## src/irq_input_map.vh

```
`ifndef IRQ_INPUT_MAP_VH
`define IRQ_INPUT_MAP_VH
// ==================================================================
// Register offsets (word index on the plain register port)
`define REG_COMMAND      4'h0
`define REG_CMD_STATUS   4'h1
`define REG_EDGE_STATE   4'h2
`define REG_MODE_STATE   4'h3
`define REG_IRQ_STATUS   4'h4
`define REG_IRQ_ENABLE   4'h5
`define REG_IRQ_CLEAR    4'h6
`define REG_SETVAL_BASE  4'h8
// ==================================================================
// Command word fields: [31:16] identifier, [15:0] code
`define CMD_ID_HI        31
`define CMD_ID_LO        16
`define CMD_CODE_HI      15
`define CMD_CODE_LO      0
// Command identifiers
`define ID_ENABLE_BASE   16'd100
`define ID_EDGE_BASE     16'd110
`define ID_READ_BASE     16'd120
// Codes
`define CODE_EDGE_ON     16'h0000
`define CODE_EDGE_OFF    16'h0001
`define CODE_DIRECT      16'h0000
`define CODE_DISABLE     16'h0001
`define CODE_COUNT_DN    16'h0002
`define CODE_COUNT_UP    16'h0003
// Mode encodings
`define MODE_DISABLED    2'h0
`define MODE_DIRECT      2'h1
`define MODE_DOWN        2'h2
`define MODE_UP          2'h3
// Task numbers
`define TASK_BASE        8'd140
// Reset values
`define COUNT_RESET      16'h0000
`define SETVAL_RESET     16'h0000
`endif

```

## src/irq_input_block.v

```verilog
// Behaviour
// - Inputs 0..7 each start their own task, numbered 140 to 147.
// - Edge command ids 110..117; code 0 detects ON, 1 detects OFF.
// - Enable ids 100..107; code 0 direct mode, code 1 disables.
// - Enable code 2 is down counter mode, code 3 up counter mode.
// - Without an edge command, use the stored startup edge setting.
// - Count readable from refreshed status or immediate read command.
// - Up count hits set value -> 0 plus task; down hits 0 -> reload.
// - Enabling counter mode presets the present count.
`timescale 1ns/1ps
`include "irq_input_map.vh"
module irq_input_block (
  input  wire        i_clock,       // 20 MHz clock
  input  wire        i_rstn,        // Async reset, active low
  input  wire [7:0]  i_lines,       // Interrupt lines 0..7
  input  wire [7:0]  i_startup_edge,// Stored startup edge, 1 = OFF edge
  input  wire        i_io_refresh,  // I/O refresh pulse
  input  wire [3:0]  i_addr,        // Register word index
  input  wire [31:0] i_wdata,       // Write data
  input  wire        i_wr,          // Write strobe
  input  wire        i_rd,          // Read strobe
  output reg  [31:0] o_rdata,       // Read data, cycle after read strobe
  output reg         o_task_valid,  // Task start pulse
  output reg  [7:0]  o_task_number, // Task number started
  output reg  [7:0]  o_task_start,  // Per-input task start pulses
  output reg  [15:0] o_read_value,  // Immediate read result
  output reg         o_read_valid,  // Immediate read result pulse
  output reg         o_irq          // Level interrupt
);

  // ================================================================
  // State
  reg  [7:0]   lines_reg;
  reg          edge_loaded_reg;
  reg  [7:0]   edge_reg;            // 1 = detect OFF transition
  reg  [15:0]  mode_reg;            // Two bits per input
  reg  [15:0]  count_reg [0:7];     // Present count per input
  reg  [15:0]  setval_reg [0:7];    // Set value per input
  reg  [15:0]  status_pv_reg [0:7]; // Refreshed count copies
  reg  [7:0]   irq_status_reg;
  reg  [7:0]   irq_enable_reg;
  reg  [1:0]   cmd_err_reg;         // [0] bad id, [1] bad code
  integer      k;

  // Command decode
  wire [15:0]  cmd_id   = i_wdata[`CMD_ID_HI:`CMD_ID_LO];
  wire [15:0]  cmd_code = i_wdata[`CMD_CODE_HI:`CMD_CODE_LO];
  wire         cmd_wr   = i_wr && (i_addr == `REG_COMMAND);

  // Index of an id within an 8-wide group, or 8 when outside it
  function [3:0] id_index;
    input [15:0] id;
    input [15:0] base;
    begin
      if (id >= base && id < base + 16'd8)
        id_index = {1'b0, id[2:0] - base[2:0]};
      else
        id_index = 4'h8;
    end
  endfunction

  wire [3:0] en_idx = id_index(cmd_id, `ID_ENABLE_BASE);
  wire [3:0] ed_idx = id_index(cmd_id, `ID_EDGE_BASE);
  wire [3:0] rd_idx = id_index(cmd_id, `ID_READ_BASE);

  // ================================================================
  // Edge detection, per configured edge
  wire [7:0] rise = i_lines & ~lines_reg;
  wire [7:0] fall = ~i_lines & lines_reg;
  wire [7:0] hit  = (rise & ~edge_reg) | (fall & edge_reg);

  // Per-input trigger and next count
  reg  [7:0]  fire;
  reg  [15:0] cnt_next [0:7];
  reg  [1:0]  md;
  integer     j;
  always @* begin
    md = `MODE_DISABLED;
    for (j = 0; j < 8; j = j + 1) begin
      md = mode_reg[2*j +: 2];
      fire[j] = 1'b0;
      cnt_next[j] = count_reg[j];
      if (hit[j]) begin
        case (md)
          `MODE_DIRECT: fire[j] = 1'b1;
          `MODE_UP: begin
            if (count_reg[j] + 16'd1 >= setval_reg[j]) begin
              cnt_next[j] = 16'h0000;
              fire[j] = 1'b1;
            end else
              cnt_next[j] = count_reg[j] + 16'd1;
          end
          `MODE_DOWN: begin
            if (count_reg[j] <= 16'd1) begin
              cnt_next[j] = setval_reg[j];
              fire[j] = 1'b1;
            end else
              cnt_next[j] = count_reg[j] - 16'd1;
          end
          default: fire[j] = 1'b0;
        endcase
      end
    end
  end

  // Lowest firing input reported on the numbered task port
  // Own loop index, so each combinational process drives only its own
  reg [2:0] first_idx;
  integer   m;
  always @* begin
    first_idx = 3'h0;
    for (m = 7; m >= 0; m = m - 1)
      if (fire[m])
        first_idx = m[2:0];
  end

  // ================================================================
  // Configuration, counters and tasks
  always @(posedge i_clock or negedge i_rstn) begin
    if (!i_rstn) begin
      lines_reg       <= 8'h00;
      edge_loaded_reg <= 1'b0;
      edge_reg        <= 8'h00;
      mode_reg        <= 16'h0000;
      cmd_err_reg     <= 2'h0;
      o_task_valid    <= 1'b0;
      o_task_number   <= 8'h00;
      o_task_start    <= 8'h00;
      o_read_value    <= 16'h0000;
      o_read_valid    <= 1'b0;
      for (k = 0; k < 8; k = k + 1) begin
        count_reg[k]     <= `COUNT_RESET;
        setval_reg[k]    <= `SETVAL_RESET;
        status_pv_reg[k] <= `COUNT_RESET;
      end
    end else begin
      lines_reg    <= i_lines;
      o_task_start <= fire;
      o_task_valid <= |fire;
      o_task_number <= `TASK_BASE + {5'h00, first_idx};
      o_read_valid <= 1'b0;
      for (k = 0; k < 8; k = k + 1) begin
        count_reg[k] <= cnt_next[k];
        if (i_io_refresh)
          status_pv_reg[k] <= cnt_next[k];
        if (i_wr && i_addr == `REG_SETVAL_BASE + k[3:0] - 4'h8 + 4'h8
            && k < 8 && i_addr[3])
          setval_reg[k] <= i_wdata[15:0];
      end
      // Startup edge caught after reset release
      if (!edge_loaded_reg) begin
        edge_loaded_reg <= 1'b1;
        edge_reg        <= i_startup_edge;
      end
      // One command per write; each issued once by the program
      if (cmd_wr) begin
        cmd_err_reg <= 2'h0;
        if (ed_idx != 4'h8) begin
          if (cmd_code == `CODE_EDGE_ON)
            edge_reg[ed_idx[2:0]] <= 1'b0;
          else if (cmd_code == `CODE_EDGE_OFF)
            edge_reg[ed_idx[2:0]] <= 1'b1;
          else
            cmd_err_reg <= 2'h2;
        end else if (en_idx != 4'h8) begin
          case (cmd_code)
            `CODE_DIRECT:
              mode_reg[2*en_idx[2:0] +: 2] <= `MODE_DIRECT;
            `CODE_DISABLE:
              mode_reg[2*en_idx[2:0] +: 2] <= `MODE_DISABLED;
            `CODE_COUNT_DN: begin
              mode_reg[2*en_idx[2:0] +: 2] <= `MODE_DOWN;
              count_reg[en_idx[2:0]] <= setval_reg[en_idx[2:0]];
            end
            `CODE_COUNT_UP: begin
              mode_reg[2*en_idx[2:0] +: 2] <= `MODE_UP;
              count_reg[en_idx[2:0]] <= 16'h0000;
            end
            default: cmd_err_reg <= 2'h2;
          endcase
        end else if (rd_idx != 4'h8) begin
          o_read_value <= count_reg[rd_idx[2:0]];
          o_read_valid <= 1'b1;
        end else
          cmd_err_reg <= 2'h1;
      end
    end
  end

  // ================================================================
  // Interrupt status, enable and clear; set wins over clear
  always @(posedge i_clock or negedge i_rstn) begin
    if (!i_rstn) begin
      irq_status_reg <= 8'h00;
      irq_enable_reg <= 8'h00;
      o_irq          <= 1'b0;
    end else begin
      if (i_wr && i_addr == `REG_IRQ_ENABLE)
        irq_enable_reg <= i_wdata[7:0];
      if (i_wr && i_addr == `REG_IRQ_CLEAR)
        irq_status_reg <= (irq_status_reg & ~i_wdata[7:0]) | fire;
      else
        irq_status_reg <= irq_status_reg | fire;
      o_irq <= |(irq_status_reg & irq_enable_reg);
    end
  end

  // ================================================================
  // Register read port, data one cycle after the strobe
  always @(posedge i_clock or negedge i_rstn) begin
    if (!i_rstn)
      o_rdata <= 32'h0000_0000;
    else if (i_rd) begin
      if (i_addr[3])
        o_rdata <= {status_pv_reg[i_addr[2:0]], setval_reg[i_addr[2:0]]};
      else begin
        case (i_addr)
          `REG_CMD_STATUS: o_rdata <= {30'h0, cmd_err_reg};
          `REG_EDGE_STATE: o_rdata <= {24'h0, edge_reg};
          `REG_MODE_STATE: o_rdata <= {16'h0, mode_reg};
          `REG_IRQ_STATUS: o_rdata <= {24'h0, irq_status_reg};
          `REG_IRQ_ENABLE: o_rdata <= {24'h0, irq_enable_reg};
          default:         o_rdata <= 32'h0000_0000;
        endcase
      end
    end else
      o_rdata <= 32'h0000_0000;
  end

endmodule // irq_input_block

```

## config.mk

```make
export PLATFORM = sky130hd
export DESIGN_NAME = irq_input_block
export DESIGN_NICKNAME = d
export VERILOG_FILES = /design/src/irq_input_block.v
export VERILOG_INCLUDE_DIRS = /design/src /design/src/src
export SDC_FILE = /design/constraint.sdc
export NUM_CORES = 2
export LEC_CHECK = 0
export ABC_AREA = 1
export BUFFER_PORTS_ARGS = -buffer_cell sky130_fd_sc_hd__buf_2
export CAP_MARGIN = 20
export CORE_ASPECT_RATIO = 1.75
export CORE_MARGIN = 4
export CORE_UTILIZATION = 30
export CTS_CLUSTER_DIAMETER = 50
export DETAILED_ROUTE_END_ITERATION = 12
export PLACE_DENSITY = 0.49
export SYNTH_ARGS = -nofsm -noshare
export SYNTH_HDL_FRONTEND = slang
export SYNTH_SLANG_ARGS = --single-unit
```

## constraint.sdc

```tcl
create_clock -name i_clock -period 6.1 [get_ports i_clock]
set_input_delay 0.915 -clock i_clock [delete_from_list [all_inputs] [get_ports i_clock]]
set_output_delay 0.915 -clock i_clock [all_outputs]
set_load 0.02 [all_outputs]
```

==> run_summary.xml <==
<?xml version="1.0" encoding="UTF-8"?>
<metrics>
  <group name="clock_tree">
    <metric name="post_cts.repair.setup_buffers" unit="">0</metric>
    <metric name="cts.clk_slew.worst_paths" unit="ps">60</metric>
    <metric name="cts_buffer_depth" unit="">3</metric>
    <metric name="cts_made_buffers" unit="">71</metric>
    <metric name="cts.sink_count" unit="">498</metric>
    <metric name="cts_root_buf" unit="">clkbuf_16</metric>
    <metric name="clkLatencyLatePin" unit="ps">680</metric>
    <metric name="postCtsHoldBufs" unit="">0</metric>
    <metric name="cts.htree.levels" unit="">3</metric>
    <metric name="cts_tree" unit="">built</metric>
    <metric name="postCtsResizedCells" unit="">0</metric>
  </group>
  <group name="detailed_routing">
    <metric name="drtPass1Iterations" unit="">12</metric>
    <metric name="routed_met3_length" unit="µm">17500</metric>
    <metric name="dr.first_iter.drc_count" unit="">4806</metric>
    <metric name="drt-wirelength-per-cell" unit="µm">34.4</metric>
    <metric name="drt.antenna.violating_nets" unit="">0</metric>
    <metric name="wl_met1" unit="µm">82900</metric>
    <metric name="route.detailed.vias_per_inst" unit="">5.78</metric>
    <metric name="route.final.wire_length" unit="µm">242000</metric>
    <metric name="remaining_drc_errors" unit="">2</metric>
    <metric name="detailroute.via_count" unit="">40593</metric>
    <metric name="routed.top_layer" unit="">met5</metric>
    <metric name="met2_wirelength" unit="µm">112000</metric>
  </group>
  <group name="placed_design">
    <metric name="gp_routability_congestion" unit="">1.08</metric>
    <metric name="dp_hpwl" unit="µm">194000</metric>
    <metric name="port_buffers" unit="">121</metric>
  </group>
  <group name="worst_setup_path">
    <metric name="timing.critical_path.slowest_cell_delay" unit="ps">750</metric>
    <metric name="worst_r2r_start" unit="">count_reg[3]</metric>
    <metric name="worstSetupPathType" unit="">reg2reg</metric>
    <metric name="timing.critical_path.to_type" unit="">register</metric>
    <metric name="worstRegToRegCells" unit="">18</metric>
    <metric name="startpoint_type" unit="">register</metric>
    <metric name="timing.critical_path.mode_cell" unit="">nand2_1</metric>
    <metric name="slowest_stage" unit="">a2bb2oi_1</metric>
    <metric name="critical_path_data_required_time" unit="ps">6700</metric>
    <metric name="setup.reg_to_reg.worst_slack" unit="ps">1390</metric>
    <metric name="r2r-end" unit="">status_pv_reg[2]</metric>
    <metric name="worst-path-max-fanout" unit="">12</metric>
    <metric name="crit_arrival" unit="ps">5300</metric>
    <metric name="crit_chain" unit="">inv_1 -&gt; nor3_1 -&gt; buf_4 -&gt; nand4_1 -&gt; nor3_1 -&gt; xor2_1 -&gt; ha_1 -&gt; nand2_1 -&gt; inv_1 -&gt; o21ai_0 -&gt; nand3_1 -&gt; nor2_1 -&gt; nand2_1 -&gt; inv_1 -&gt; nand2_1 -&gt; a2bb2oi_1 -&gt; nand2_1 -&gt; nand2_1</metric>
  </group>
  <group name="final_layout">
    <metric name="final_core_utilization" unit="%">34.6</metric>
    <metric name="layout.nets" unit="">5551</metric>
    <metric name="area_growth" unit="%">14.0</metric>
    <metric name="mostFrequentLayoutCell" unit="">nand2_1</metric>
    <metric name="drive_above_1_share" unit="%">8.25</metric>
    <metric name="fill_cells" unit="">13227</metric>
    <metric name="most-common-layout-cells" unit="">nand2_1, inv_1, nand3_1, dfrtp_1, o21ai_0</metric>
  </group>
  <group name="grt">
    <metric name="antenna_found_initial" unit="">17</metric>
    <metric name="grt-ovfl-total" unit="">0</metric>
    <metric name="largest_net_degree_at_the_start_of_global_routing" unit="">160</metric>
    <metric name="grt_pass1_vias" unit="">39296</metric>
    <metric name="grt_use_total" unit="%">37.0</metric>
    <metric name="grt_first_pass_wirelength" unit="µm">327000</metric>
  </group>
  <group name="pwr">
    <metric name="cell_area_power_density" unit="mW/mm²">321</metric>
    <metric name="share_comb_of_total_power" unit="%">32.9</metric>
    <metric name="switching_share" unit="%">43.0</metric>
    <metric name="power.internal" unit="mW">7.59</metric>
    <metric name="clock_power_share" unit="%">32.8</metric>
    <metric name="pwr-share-seq" unit="%">34.3</metric>
    <metric name="netSwitchingPower" unit="mW">5.72</metric>
    <metric name="ir_worst_vdd" unit="µV">206</metric>
    <metric name="p_leak" unit="nW">19.5</metric>
  </group>
  <group name="logic_synthesis">
    <metric name="syn-instance-count" unit="">5275</metric>
    <metric name="synth_top_flop_cell" unit="">dfrtp_1</metric>
    <metric name="synth.yosys.warnings" unit="">0</metric>
    <metric name="synth_top_area_cell" unit="">dfrtp_1</metric>
    <metric name="seq_area_frac_synth" unit="%">34.3</metric>
    <metric name="netlist.area_leader.share" unit="%">34.3</metric>
    <metric name="synth-edff-count" unit="">0</metric>
    <metric name="synth.lib_cells_used.distinct" unit="">57</metric>
    <metric name="synth_area_leaders" unit="">dfrtp_1, nand2_1, nand3_1</metric>
    <metric name="netlist_area" unit="mm²">0.0364</metric>
    <metric name="synthArstFlopShare" unit="%">100</metric>
    <metric name="synth.ff_latch_count" unit="">498</metric>
    <metric name="synthesis.area_per_instance" unit="µm²">6.90</metric>
  </group>
  <group name="sta">
    <metric name="timing.max_slew.rel_slack" unit="%">13.6</metric>
    <metric name="hold_viol" unit="">0</metric>
    <metric name="report.final.slew_viol_count" unit="">0</metric>
    <metric name="max_freq" unit="MHz">212</metric>
    <metric name="min_period_over_period" unit="%">77.2</metric>
    <metric name="finClkSkew" unit="ps">33.6</metric>
    <metric name="grt_setup_unrepaired" unit="">no</metric>
    <metric name="tns" unit="ps">0</metric>
    <metric name="worstMarginPinSlew" unit="ps">1280</metric>
    <metric name="setup_viol_count_final" unit="">0</metric>
    <metric name="min_period" unit="ps">4710</metric>
  </group>
  <group name="min_path">
    <metric name="min_delay_worst_type" unit="">in2async</metric>
  </group>
  <group name="floorplanning">
    <metric name="die_area" unit="mm²">0.127</metric>
    <metric name="die_height" unit="µm">469</metric>
    <metric name="floorplan.rows" unit="">168</metric>
    <metric name="boundaryPins" unit="">124</metric>
    <metric name="coreArea" unit="mm²">0.120</metric>
    <metric name="die_width" unit="µm">271</metric>
    <metric name="start_util" unit="%">30.3</metric>
  </group>
  <group name="run_status">
    <metric name="failing_checks" unit="">DRC</metric>
    <metric name="status" unit="">complete, but fails checks</metric>
  </group>
  <group name="run">
    <metric name="max-cap-violations" unit="">0</metric>
  </group>
</metrics>
## how the worst max path moves through the flow
stage	start	end	cells past startpoint	slack [ps]
global route	count_reg[32]	status_pv_reg[40]	19	1190
finish	count_reg[3]	status_pv_reg[2]	18	1390
CTS	count_reg[32]	count_reg[46]	21	1580
floorplan	count_reg[82]	count_reg[86]	18	2870
global placement	i_wdata[31]	count_reg[30]	18	1440
detailed placement	i_wdata[29]	count_reg[107]	18	1450
## cell usage after synthesis, types with 8 or more instances
cell type	count
a211oi_1	10
a21boi_0	14
a21oi_1	198
a22oi_1	78
a31oi_1	10
buf_2	43
buf_4	9
clkbuf_1	200
clkinv_1	10
dfrtp_1	498
ha_1	155
inv_1	565
inv_2	11
nand2_1	1344
nand3_1	543
nand4_1	78
nor2_1	385
nor2_2	17
nor2_4	8
nor3_1	78
nor4_1	8
o2111ai_1	18
o211ai_1	128
o21a_1	33
o21ai_0	473
o21ai_1	25
o21bai_1	9
o221ai_1	36
o22ai_1	59
xnor2_1	10
xor2_1	149
## through the flow
stage	setup WS (ps)	hold slack, ps	instance area, µm²	power, mW	std cells
3_3_place_gp	1440	464	38900	8.82	6871
3_5_place_dp	1450	466	39000	8.83	6874
4_1_cts	1580	200	41400	13.2	7001
5_1_grt	1190	224	41500	13.8	7013
2_1_floorplan	2870	450	36400	6.71	5276
6_report	1390	189	41500	13.3	7018
## worst max-delay path: cells and delay by family (launching register included)
family	cells	cell delay, ps
compound gates	2	900
flops	1	530
simple gates	10	1650
buf+inv	4	740
fa+ha+maj	1	340
xor+xnor	1	440
## logic make-up after synthesis
logic type,share of synthesized area (%)
AO/OA/AOI/OAI,18.1
XOR/XNOR,3.83
adder cells (fa/ha/maj),5.33
buffers and inverters,9.00
flip-flops,34.3
multiplexers,0.0826
other,0.0206
AND/OR/NAND/NOR,29.4
## power groups by stage
stage	Clock [mW]	Sequential, mW	Combinational (mW)
2_1_floorplan	0	4.09	2.62
3_3_place_gp	0	4.58	4.24
3_5_place_dp	0	4.58	4.25
4_1_cts	4.41	4.53	4.27
5_1_grt	4.53	4.57	4.73
6_report	4.36	4.57	4.38
## layout make-up
| cell class | instances | area (µm²) | share of cell area (%) |
|---|---|---|---|
| multi-input cells | 3932 | 20700 | 49.9 |
| flip-flops and latches | 498 | 12500 | 30.0 |
| inverters | 587 | 2210 | 5.33 |
| well taps | 1615 | 2020 | 4.87 |
| clock buffers | 91 | 1950 | 4.71 |
| repair buffers | 249 | 1680 | 4.05 |
| clock inverters | 36 | 429 | 1.03 |
| diodes | 10 | 25.0 | 0.0603 |
## per-layer routing
| metal | GRT usage (%) | vias up |
|---|---|---|
| met5 | 0 | - |
| met4 | 35.3 | 6 |
| met3 | 7.86 | 790 |
| met2 | 61.3 | 2259 |
| met1 | 39.0 | 19711 |
| li1 | - | 17827 |
(Power assumes the default switching activity.)
